File: config.mk
export PLATFORM = sky130hd
export DESIGN_NAME = asc_top
export DESIGN_NICKNAME = d
export VERILOG_FILES = /design/src/rtl/asc_pkg.sv /design/src/rtl/asc_sar_engine.sv /design/src/rtl/asc_top.sv
export SDC_FILE = /design/constraint.sdc
export NUM_CORES = 1
export LEC_CHECK = 0
export BUFFER_PORTS_ARGS = -buffer_cell sky130_fd_sc_hd__buf_4
export CORE_UTILIZATION = 50
export DETAILED_ROUTE_END_ITERATION = 7
export PLACE_DENSITY = 0.71
export RECOVER_POWER = 50
export SLEW_MARGIN = 10
export SYNTH_ARGS = -nofsm -noshare
export SYNTH_HDL_FRONTEND = slang
export SYNTH_HIERARCHICAL = 1
export SYNTH_SLANG_ARGS = --single-unit
File: constraint.sdc
create_clock -name sys_clk -period 3.21 [get_ports sys_clk]
set_clock_uncertainty 0.15 [all_clocks]
set_input_delay 0.4815 -clock sys_clk [delete_from_list [all_inputs] [get_ports sys_clk]]
set_output_delay 0.4815 -clock sys_clk [all_outputs]
set_load 0.02 [all_outputs]
File: src/rtl/asc_pkg.sv
package asc_pkg;

  ////////////////////////////////////////////////////////////////////////////
  // register offsets on the special-register port
  localparam logic [7:0] ASC_OFS_RES_LOW = 8'h24;
  localparam logic [7:0] ASC_OFS_RES_HIGH = 8'h25;
  localparam logic [7:0] ASC_OFS_CTRL = 8'h26;
  localparam logic [7:0] ASC_OFS_CLKSEL = 8'h27;
  localparam logic [7:0] ASC_OFS_INT_STATUS = 8'h28;
  localparam logic [7:0] ASC_OFS_INT_MASK = 8'h29;

  ////////////////////////////////////////////////////////////////////////////
  // field positions
  localparam int ASC_CTRL_START_BIT = 7;
  localparam int ASC_CTRL_PEND_BIT = 6;
  localparam int ASC_CTRL_CFG_LSB = 3;
  localparam int ASC_CTRL_CHAN_LSB = 0;
  localparam int ASC_CLKSEL_TEST_BIT = 7;
  localparam int ASC_CLKSEL_DIV_LSB = 0;
  localparam int ASC_INT_DONE_BIT = 0;

  ////////////////////////////////////////////////////////////////////////////
  // values after reset
  localparam logic [7:0] ASC_CTRL_RST = 8'h00;
  localparam logic [7:0] ASC_CLKSEL_RST = 8'h00;
  localparam logic [7:0] ASC_RES_RST = 8'h00;
  localparam logic [7:0] ASC_INT_RST = 8'h00;

  ////////////////////////////////////////////////////////////////////////////
  // conversion clock divider: select codes and terminal counts
  localparam logic [1:0] ASC_SEL_DIV2 = 2'h0;
  localparam logic [1:0] ASC_SEL_DIV8 = 2'h1;
  localparam logic [1:0] ASC_SEL_DIV32 = 2'h2;
  localparam logic [4:0] ASC_TC_DIV2 = 5'h01;
  localparam logic [4:0] ASC_TC_DIV8 = 5'h07;
  localparam logic [4:0] ASC_TC_DIV32 = 5'h1F;
  localparam logic [4:0] ASC_TC_UNDEF = 5'h1F;

  ////////////////////////////////////////////////////////////////////////////
  // conversion timing in conversion clock periods
  localparam logic [3:0] ASC_SAMPLE_TICKS = 4'h4;
  localparam logic [3:0] ASC_TRIAL_TICKS = 4'h4;
  localparam int ASC_RES_BITS = 10;

  // successive approximation sequencer states
  typedef enum logic [1:0] {
    ASC_IDLE,
    ASC_SAMPLE,
    ASC_TRIAL
  } asc_state_t;

endpackage

File: src/rtl/asc_sar_engine.sv
`timescale 1ns/1ps
module asc_sar_engine #(
  parameter int RES_BITS = asc_pkg::ASC_RES_BITS,
  parameter logic [3:0] SAMPLE_TICKS = asc_pkg::ASC_SAMPLE_TICKS,
  parameter logic [3:0] TRIAL_TICKS = asc_pkg::ASC_TRIAL_TICKS
) (
  input wire logic sys_clk,
  input wire logic rst_n,
  input wire logic convTick,
  input wire logic convReset,
  input wire logic launch,
  input wire logic powerOn,
  input wire logic compHigh,
  output logic busy,
  output logic done,
  output logic [RES_BITS-1:0] result,
  output logic [RES_BITS-1:0] trialCode
);

  asc_pkg::asc_state_t state_ff, nxt_state;
  logic [3:0] tickCnt_ff, nxt_tickCnt;
  logic [3:0] bitIdx_ff, nxt_bitIdx;
  logic [RES_BITS-1:0] trial_ff, nxt_trial;
  logic [RES_BITS-1:0] result_ff, nxt_result;
  logic done_ff, nxt_done;

  ////////////////////////////////////////////////////////////////////////////
  // sample, then one trial per bit from msb down
  always_comb begin
    nxt_state = state_ff;
    nxt_tickCnt = tickCnt_ff;
    nxt_bitIdx = bitIdx_ff;
    nxt_trial = trial_ff;
    nxt_result = result_ff;
    nxt_done = 1'b0;
    if (convReset || !powerOn) begin
      nxt_state = asc_pkg::ASC_IDLE;
      nxt_tickCnt = 4'h0;
      nxt_trial = '0;
    end else begin
      case (state_ff)
        asc_pkg::ASC_IDLE: begin
          if (launch) begin
            nxt_state = asc_pkg::ASC_SAMPLE;
            nxt_tickCnt = 4'h0;
            nxt_trial = '0;
          end
        end
        asc_pkg::ASC_SAMPLE: begin
          if (convTick) begin
            if (tickCnt_ff == SAMPLE_TICKS - 4'h1) begin
              nxt_state = asc_pkg::ASC_TRIAL;
              nxt_tickCnt = 4'h0;
              nxt_bitIdx = 4'(RES_BITS - 1);
              nxt_trial = '0;
              nxt_trial[RES_BITS-1] = 1'b1;
            end else begin
              nxt_tickCnt = tickCnt_ff + 4'h1;
            end
          end
        end
        asc_pkg::ASC_TRIAL: begin
          if (convTick) begin
            if (tickCnt_ff == TRIAL_TICKS - 4'h1) begin
              nxt_tickCnt = 4'h0;
              // drop the trial bit when the input sits below the dac
              if (!compHigh) begin
                nxt_trial[bitIdx_ff] = 1'b0;
              end
              if (bitIdx_ff == 4'h0) begin
                nxt_result = nxt_trial;
                nxt_done = 1'b1;
                nxt_state = asc_pkg::ASC_IDLE;
              end else begin
                nxt_bitIdx = bitIdx_ff - 4'h1;
                nxt_trial[bitIdx_ff - 4'h1] = 1'b1;
              end
            end else begin
              nxt_tickCnt = tickCnt_ff + 4'h1;
            end
          end
        end
        default: begin
          nxt_state = asc_pkg::ASC_IDLE;
        end
      endcase
    end
  end

  // sequencer registers
  always_ff @(posedge sys_clk or negedge rst_n) begin
    if (!rst_n) begin
      state_ff <= asc_pkg::ASC_IDLE;
      tickCnt_ff <= 4'h0;
      bitIdx_ff <= 4'h0;
      trial_ff <= '0;
      result_ff <= '0;
      done_ff <= 1'b0;
    end else begin
      state_ff <= nxt_state;
      tickCnt_ff <= nxt_tickCnt;
      bitIdx_ff <= nxt_bitIdx;
      trial_ff <= nxt_trial;
      result_ff <= nxt_result;
      done_ff <= nxt_done;
    end
  end

  // status and data out
  assign busy = (state_ff != asc_pkg::ASC_IDLE);
  assign done = done_ff;
  assign result = result_ff;
  assign trialCode = trial_ff;

endmodule

File: src/rtl/asc_top.sv
// The implementer's own choices: the register addresses and the address-and-strobe port.
`timescale 1ns/1ps
module asc_top #(
  parameter int RES_BITS = asc_pkg::ASC_RES_BITS,
  parameter logic [3:0] SAMPLE_TICKS = asc_pkg::ASC_SAMPLE_TICKS,
  parameter logic [3:0] TRIAL_TICKS = asc_pkg::ASC_TRIAL_TICKS
) (
  input wire logic sys_clk,
  input wire logic rst_n,
  input wire logic [7:0] regAddr,
  input wire logic [7:0] regWrData,
  input wire logic regWrEn,
  input wire logic regRdEn,
  output logic [7:0] regRdData,
  input wire logic compIn,
  output logic [7:0] portBAnalog,
  output logic [2:0] analogChannel,
  output logic converterPowerOn,
  output logic [RES_BITS-1:0] dacCode,
  output logic convIrq
);

  ////////////////////////////////////////////////////////////////////////////
  // declarations

  logic compS1_ff, compS2_ff, compS3_ff, compLevel_ff;
  logic nxt_compS1, nxt_compS2, nxt_compS3, nxt_compLevel;
  logic [4:0] divCnt_ff, nxt_divCnt;
  logic [4:0] divLimit;
  logic convTick;
  logic [2:0] cfg_ff, nxt_cfg;
  logic [2:0] chan_ff, nxt_chan;
  logic start_ff, nxt_start;
  logic pending_ff, nxt_pending;
  logic [1:0] clkSel_ff, nxt_clkSel;
  logic clkTest_ff, nxt_clkTest;
  logic intStatus_ff, nxt_intStatus;
  logic intMask_ff, nxt_intMask;
  logic [7:0] resLow_ff, nxt_resLow;
  logic [7:0] resHigh_ff, nxt_resHigh;
  logic [7:0] portB_ff, nxt_portB;
  logic [2:0] chanOut_ff, nxt_chanOut;
  logic powerOn_ff, nxt_powerOn;
  logic irq_ff, nxt_irq;
  logic [7:0] rdData_ff, nxt_rdData;
  logic wrCtrl, wrClkSel, wrStatus, wrMask;
  logic startRise, startFall;
  logic engBusy, engDone;
  logic [RES_BITS-1:0] engResult;
  logic [RES_BITS-1:0] engTrial;
  logic [3:0] selAge_ff, nxt_selAge;

  // pins handed to the converter for each config code
  function automatic logic [7:0] pinMap(input logic [2:0] cfg);
    logic [7:0] m;
    m = 8'h00;
    case (cfg)
      3'h0: m = 8'h00;
      3'h1: m = 8'h01;
      3'h2: m = 8'h03;
      3'h3: m = 8'h07;
      3'h4: m = 8'h0F;
      3'h5: m = 8'h1F;
      3'h6: m = 8'h3F;
      3'h7: m = 8'hFF;
      default: m = 8'h00;
    endcase
    return m;
  endfunction

  ////////////////////////////////////////////////////////////////////////////
  // comparator synchroniser, level taken once stages two and three agree
  always_comb begin
    nxt_compS1 = compIn;
    nxt_compS2 = compS1_ff;
    nxt_compS3 = compS2_ff;
    nxt_compLevel = (compS2_ff == compS3_ff) ? compS3_ff : compLevel_ff;
  end

  // synchroniser registers
  always_ff @(posedge sys_clk or negedge rst_n) begin
    if (!rst_n) begin
      compS1_ff <= 1'b0;
      compS2_ff <= 1'b0;
      compS3_ff <= 1'b0;
      compLevel_ff <= 1'b0;
    end else begin
      compS1_ff <= nxt_compS1;
      compS2_ff <= nxt_compS2;
      compS3_ff <= nxt_compS3;
      compLevel_ff <= nxt_compLevel;
    end
  end

  ////////////////////////////////////////////////////////////////////////////
  // conversion clock divider, one tick per conversion clock period
  always_comb begin
    case (clkSel_ff)
      asc_pkg::ASC_SEL_DIV2: divLimit = asc_pkg::ASC_TC_DIV2;
      asc_pkg::ASC_SEL_DIV8: divLimit = asc_pkg::ASC_TC_DIV8;
      asc_pkg::ASC_SEL_DIV32: divLimit = asc_pkg::ASC_TC_DIV32;
      default: divLimit = asc_pkg::ASC_TC_UNDEF;
    endcase
    // compare with >= so a smaller divisor never waits for a wrap
    convTick = (divCnt_ff >= divLimit);
    nxt_divCnt = convTick ? 5'h00 : divCnt_ff + 5'h01;
  end

  // divider register
  always_ff @(posedge sys_clk or negedge rst_n) begin
    if (!rst_n) begin
      divCnt_ff <= 5'h00;
    end else begin
      divCnt_ff <= nxt_divCnt;
    end
  end

  ////////////////////////////////////////////////////////////////////////////
  // write decode and start edge detection
  assign wrCtrl = regWrEn && (regAddr == asc_pkg::ASC_OFS_CTRL);
  assign wrClkSel = regWrEn && (regAddr == asc_pkg::ASC_OFS_CLKSEL);
  assign wrStatus = regWrEn && (regAddr == asc_pkg::ASC_OFS_INT_STATUS);
  assign wrMask = regWrEn && (regAddr == asc_pkg::ASC_OFS_INT_MASK);
  assign startRise = wrCtrl && regWrData[asc_pkg::ASC_CTRL_START_BIT] && !start_ff;
  assign startFall = wrCtrl && !regWrData[asc_pkg::ASC_CTRL_START_BIT] && start_ff;

  ////////////////////////////////////////////////////////////////////////////
  // conversion sequencer
  asc_sar_engine #(
    .RES_BITS(RES_BITS),
    .SAMPLE_TICKS(SAMPLE_TICKS),
    .TRIAL_TICKS(TRIAL_TICKS)
  ) u_engine (
    .sys_clk(sys_clk),
    .rst_n(rst_n),
    .convTick(convTick),
    .convReset(startRise),
    .launch(startFall),
    .powerOn(powerOn_ff),
    .compHigh(compLevel_ff),
    .busy(engBusy),
    .done(engDone),
    .result(engResult),
    .trialCode(engTrial)
  );

  ////////////////////////////////////////////////////////////////////////////
  // register file next values
  always_comb begin
    nxt_cfg = cfg_ff;
    nxt_chan = chan_ff;
    nxt_start = start_ff;
    nxt_clkSel = clkSel_ff;
    nxt_clkTest = clkTest_ff;
    nxt_intMask = intMask_ff;
    nxt_resLow = resLow_ff;
    nxt_resHigh = resHigh_ff;
    if (wrCtrl) begin
      nxt_cfg = regWrData[asc_pkg::ASC_CTRL_CFG_LSB +: 3];
      nxt_chan = regWrData[asc_pkg::ASC_CTRL_CHAN_LSB +: 3];
      nxt_start = regWrData[asc_pkg::ASC_CTRL_START_BIT];
    end
    if (wrClkSel) begin
      nxt_clkSel = regWrData[asc_pkg::ASC_CLKSEL_DIV_LSB +: 2];
      nxt_clkTest = regWrData[asc_pkg::ASC_CLKSEL_TEST_BIT];
    end
    if (wrMask) begin
      nxt_intMask = regWrData[asc_pkg::ASC_INT_DONE_BIT];
    end
    // pending: a start rise wins over an end in the same cycle
    if (startRise) begin
      nxt_pending = 1'b1;
    end else if (engDone) begin
      nxt_pending = 1'b0;
    end else begin
      nxt_pending = pending_ff;
    end
    // sticky done flag, write one clears, a new end wins
    nxt_intStatus = intStatus_ff;
    if (wrStatus && regWrData[asc_pkg::ASC_INT_DONE_BIT]) begin
      nxt_intStatus = 1'b0;
    end
    if (engDone) begin
      nxt_intStatus = 1'b1;
    end
    // left justified result capture, held until the next end
    if (engDone) begin
      nxt_resHigh = engResult[RES_BITS-1:2];
      nxt_resLow = {engResult[1:0], 6'h00};
    end
  end

  // register file
  always_ff @(posedge sys_clk or negedge rst_n) begin
    if (!rst_n) begin
      cfg_ff <= asc_pkg::ASC_CTRL_RST[asc_pkg::ASC_CTRL_CFG_LSB +: 3];
      chan_ff <= asc_pkg::ASC_CTRL_RST[asc_pkg::ASC_CTRL_CHAN_LSB +: 3];
      start_ff <= asc_pkg::ASC_CTRL_RST[asc_pkg::ASC_CTRL_START_BIT];
      pending_ff <= asc_pkg::ASC_CTRL_RST[asc_pkg::ASC_CTRL_PEND_BIT];
      clkSel_ff <= asc_pkg::ASC_CLKSEL_RST[asc_pkg::ASC_CLKSEL_DIV_LSB +: 2];
      clkTest_ff <= asc_pkg::ASC_CLKSEL_RST[asc_pkg::ASC_CLKSEL_TEST_BIT];
      intStatus_ff <= asc_pkg::ASC_INT_RST[asc_pkg::ASC_INT_DONE_BIT];
      intMask_ff <= asc_pkg::ASC_INT_RST[asc_pkg::ASC_INT_DONE_BIT];
      resLow_ff <= asc_pkg::ASC_RES_RST;
      resHigh_ff <= asc_pkg::ASC_RES_RST;
    end else begin
      cfg_ff <= nxt_cfg;
      chan_ff <= nxt_chan;
      start_ff <= nxt_start;
      pending_ff <= nxt_pending;
      clkSel_ff <= nxt_clkSel;
      clkTest_ff <= nxt_clkTest;
      intStatus_ff <= nxt_intStatus;
      intMask_ff <= nxt_intMask;
      resLow_ff <= nxt_resLow;
      resHigh_ff <= nxt_resHigh;
    end
  end

  ////////////////////////////////////////////////////////////////////////////
  // pin, channel, power and interrupt outputs follow the new settings
  always_comb begin
    nxt_portB = pinMap(nxt_cfg);
    nxt_chanOut = nxt_chan;
    nxt_powerOn = (nxt_cfg != 3'h0);
    nxt_irq = nxt_intStatus && nxt_intMask;
  end

  // output registers
  always_ff @(posedge sys_clk or negedge rst_n) begin
    if (!rst_n) begin
      portB_ff <= 8'h00;
      chanOut_ff <= 3'h0;
      powerOn_ff <= 1'b0;
      irq_ff <= 1'b0;
    end else begin
      portB_ff <= nxt_portB;
      chanOut_ff <= nxt_chanOut;
      powerOn_ff <= nxt_powerOn;
      irq_ff <= nxt_irq;
    end
  end

  ////////////////////////////////////////////////////////////////////////////
  // read data, valid only in the cycle after the strobe
  always_comb begin
    nxt_rdData = 8'h00;
    if (regRdEn) begin
      case (regAddr)
        asc_pkg::ASC_OFS_RES_LOW: nxt_rdData = resLow_ff;
        asc_pkg::ASC_OFS_RES_HIGH: nxt_rdData = resHigh_ff;
        asc_pkg::ASC_OFS_CTRL: nxt_rdData = {start_ff, pending_ff, cfg_ff, chan_ff};
        asc_pkg::ASC_OFS_CLKSEL: nxt_rdData = {clkTest_ff, 5'h00, clkSel_ff};
        asc_pkg::ASC_OFS_INT_STATUS: nxt_rdData = {7'h00, intStatus_ff};
        asc_pkg::ASC_OFS_INT_MASK: nxt_rdData = {7'h00, intMask_ff};
        default: nxt_rdData = 8'h00;
      endcase
    end
  end

  // read data register
  always_ff @(posedge sys_clk or negedge rst_n) begin
    if (!rst_n) begin
      rdData_ff <= 8'h00;
    end else begin
      rdData_ff <= nxt_rdData;
    end
  end

  // port drivers
  assign regRdData = rdData_ff;
  assign portBAnalog = portB_ff;
  assign analogChannel = chanOut_ff;
  assign converterPowerOn = powerOn_ff;
  assign dacCode = engTrial;
  assign convIrq = irq_ff;

  ////////////////////////////////////////////////////////////////////////////
  // age of the clock select setting, for the divider check
  always_comb begin
    if (wrClkSel) begin
      nxt_selAge = 4'h0;
    end else if (selAge_ff != 4'hF) begin
      nxt_selAge = selAge_ff + 4'h1;
    end else begin
      nxt_selAge = selAge_ff;
    end
  end

  // setting age register
  always_ff @(posedge sys_clk or negedge rst_n) begin
    if (!rst_n) begin
      selAge_ff <= 4'h0;
    end else begin
      selAge_ff <= nxt_selAge;
    end
  end
endmodule

==> results.md <==
- Status: finished with violations
- Failing checks: max-capacitance violations, max-slew violations
- Syn_nets: a little over 400
- Root buffer cell: clkbuf_8
- Yosys top cell area share: roughly half
- Max Slew Vio Count: 80
- Worst slew pin tran: ~1.9 ns
- Period utilisation layout: 88.2%
- Setup ws final: about 0.38 ns
- Setup TNS: 0 ns
- Average wire per standard cell: about 14 um
- Aggregate global routing overflow: 0
- End of the worst register-to-register path: u_engine/trialCode[6]
- Die Wd: between 90 and 100 um
- All-layer global routing usage: a little under a fifth
- Critical path data arrival time: 2.94 ns
- Launch point of the worst reg-to-reg path: clkSel_ff[1]
- Vias in the first global route: between 2k and 3k
- Unrepaired setup endpoints after global routing: no
- Initial Util: 51.3%
- CTS clk-pin slew, worst paths: 0.09 ns
- Vias per inst: between 5 and 6
- Ant. Diodes: 0
- CTS Sinks: 79
- Yosys cell types: 62
- Switching power share of the total: roughly 28%
- RD Place Congestion: about 0.86
- TritonCTS clock tree: yes
- Worst-case clock buffer depth: 2
- CTS buffer count: 9
- Die height: approximately 91 um
- Post-CTS Setup Bufs: 0
- Worst slack at placement: about 0.4 ns
- CP endpoint: u_engine/trialCode[5]
- Hold slack: ~0.095 ns
- Worst setup EP type: register
- Nets: approximately 460
- Combinational share of power: around an eighth
- Worst vdd ir: between 0.0002 and 0.00025 V
- Die area: between 0.008 and 0.009 sq mm
- Max_slew headroom: -24.3%
- Reg2reg setup slack: 0.62 ns
- DR pass1 iterations: 4
- Setup crit start: regAddr[4]
- Final min period: 2.83 ns
- Seq/Total Area, Yosys: 50.1%
- Ys async rst share: 100%
- Core area: slightly below 0.008 sq mm
- IO Port Bufs: 50
- Share of post-route cells with drive strength above 1: 24.0%
- Synthesis Warnings: 6
- 1st-iter DRT viols: around 160
- Fillers: about 660
- Pwr Density: 460 mW/mm^2
- Cells after Synth: ~380
- H-tree depth: 3
- Total Routed Length: between 7000 and 8000 um
- Max FO, Critical Path: 9
- Sequential share of power: around half
- Remaining DRCs: 0
- Number of synthesized flops with an enable pin: 0
- Cts hold-fix bufs: 0
- Worst reg2reg path depth: 10
- # setup viols final: 0
- IO Pins: 52
- Synth area leaders: dfrtp_1 50%, mux2_2 6.6%, ha_1 4.8%, nand2_1 4.1%, o21ai_0 3.9%
- Net Switching: between 0.5 and 0.6 mW
- Antenna Nets Post-Route: 0
- # Max-Cap Violations: 1
- Crit path kind: input pin to register
- Clock network power share: approximately 37%
- Required @ worst endpoint: about 3.3 ns
- Main synth FF type: dfrtp_1
- Setup crit start kind: input pin
- Post-CTS resize count: 0
- Hold Vio Cnt, Final: 0
- Most area-hungry cell type in the Yosys netlist: dfrtp_1
- First-pass GRT wire length: 12,700 um
- Largest net degree at the start of global routing: 80
- Fmax: 353 MHz
- Int Pwr: between 1.5 and 2 mW
- Yosys reg bits: between 70 and 80
- Mean Syn Cell Area: 10.5 sq um
- Synth Cell Area: 0.00394 sq mm
- Synthesis-to-layout area growth: 15.2%
- # rows: 32
- Clk_lat worst skew: between 0.3 and 0.4 ns
- Detailed Place HPWL: about 5300 um
- Initial antenna violation count: 0
- Vias: 2,942
- Hold Crit Class: input pin to register
- Lkg Pwr: about 2.2 nW
-- synth_stat cells (4+ instances only) --
library cell  instances
o21ai_0              31
dfrtp_1              79
ha_1                 15
nor2b_1               9
a22oi_1               5
nand3_1              19
inv_1                11
nand2_1              43
a21oi_1              17
buf_2                 4
mux2_2               23
nor2_1               24
o21ai_1               5
clkbuf_1              5
nand2b_1              8
buf_4                 5
-- cells in the final DEF, fill, tap and decap left out, types with 4 or more instances in the layout --
master	instances
nor2b_1	9
nand2_1	43
nand2b_1	8
dfrtp_1	79
mux2_2	23
inv_1	11
a22oi_1	5
nand3_1	19
nor2_1	24
ha_1	15
inv_6	4
buf_4	49
clkbuf_8	9
o21ai_1	5
a21oi_1	17
o21ai_0	31
-- per-stage QoR --
stage | util, % | instance area, sq um | std cells | power (mW)
after CTS | 59.3 | 4560 | 527 | 2.12
after floorplan | - | 3940 | 375 | 1.22
after global placement | 56.6 | 4350 | 511 | 1.32
after global routing | 59.1 | 4540 | 527 | 2.19
final | 59.1 | 4540 | 527 | 2.09
after detailed placement | 56.6 | 4350 | 511 | 1.34
-- layout make-up --
cell class | instances | area, sq um | share of cell area, %
sequential | 79 | 1980 | 43.5
clock inverter | 7 | 83.8 | 1.85
timing repair buffer | 52 | 388 | 8.54
tap | 102 | 128 | 2.81
clock buffer | 9 | 124 | 2.73
inverter | 11 | 41.3 | 0.909
multi-input combinational | 267 | 1800 | 39.7
-- metal layers --
| layer | global-route usage (%) | vias to the layer above | share of wire, % |
|---|---|---|---|
| met1 | 26.9 | 1403 | 47 |
| met3 | 3.62 | 13 | 5.6 |
| li1 | - | 1415 | - |
| met2 | 29.2 | 111 | 46 |
| met4 | 7.80 | 0 | 1.4 |
| met5 | 0 | - | 0 |
-- worst max-delay path, cell delays in order --
cell	delay [ns]
clkbuf_4	0.11
nor4b_1	0.72
nor3b_4	0.34
and3b_1	0.28
and3b_1	0.29
and4_1	0.35
o21ai_1	0.12
nand2b_1	0.06
a22o_1	0.18
-- power groups by stage --
| stage | clock (mW) | combinational (mW) | sequential [mW] |
|---|---|---|---|
| finish | 0.777 | 0.248 | 1.07 |
| detailed placement | 0 | 0.250 | 1.08 |
| global route | 0.838 | 0.277 | 1.07 |
| floorplan | 0 | 0.138 | 1.08 |
| global placement | 0 | 0.241 | 1.08 |
| CTS | 0.799 | 0.252 | 1.07 |
-- worst min path at each step --
stage,start,to,slack (ns),depth (start not counted)
final,compIn,compS1_ff,0.1,1
after global routing,compIn,compS1_ff,0.09,1
after CTS,compIn,compS1_ff,0.06,1
after detailed placement,compS1_ff,compS2_ff,0.19,0
after global placement,compS1_ff,compS2_ff,0.18,0
after floorplan,rst_n,analogChannel[0],0.04,0
-- flip-flops by register name (all words and copies together) (netlist names), 2 cells and up --
signal / count
u_engine/result: 10
u_engine/trialCode: 10
regRdData: 8
resHigh_ff: 8
portBAnalog: 7
divCnt_ff: 5
u_engine/bitIdx_ff: 4
u_engine/tickCnt_ff: 4
analogChannel: 3
cfg_ff: 2
clkSel_ff: 2
resLow_ff: 2
u_engine/state_ff: 2
-- cell families after synthesis --
logic type | count (synthesis) | share of synthesized area, %
adder cells (fa/ha/maj) | 16 | 5.01
buffers and inverters | 29 | 3.78
multiplexers | 27 | 7.90
AND/OR/NAND/NOR | 133 | 18.5
AO/OA/AOI/OAI | 88 | 14.0
flip-flops | 79 | 50.1
XOR/XNOR | 3 | 0.667
Note: power is estimated with default switching activity, not from simulation.
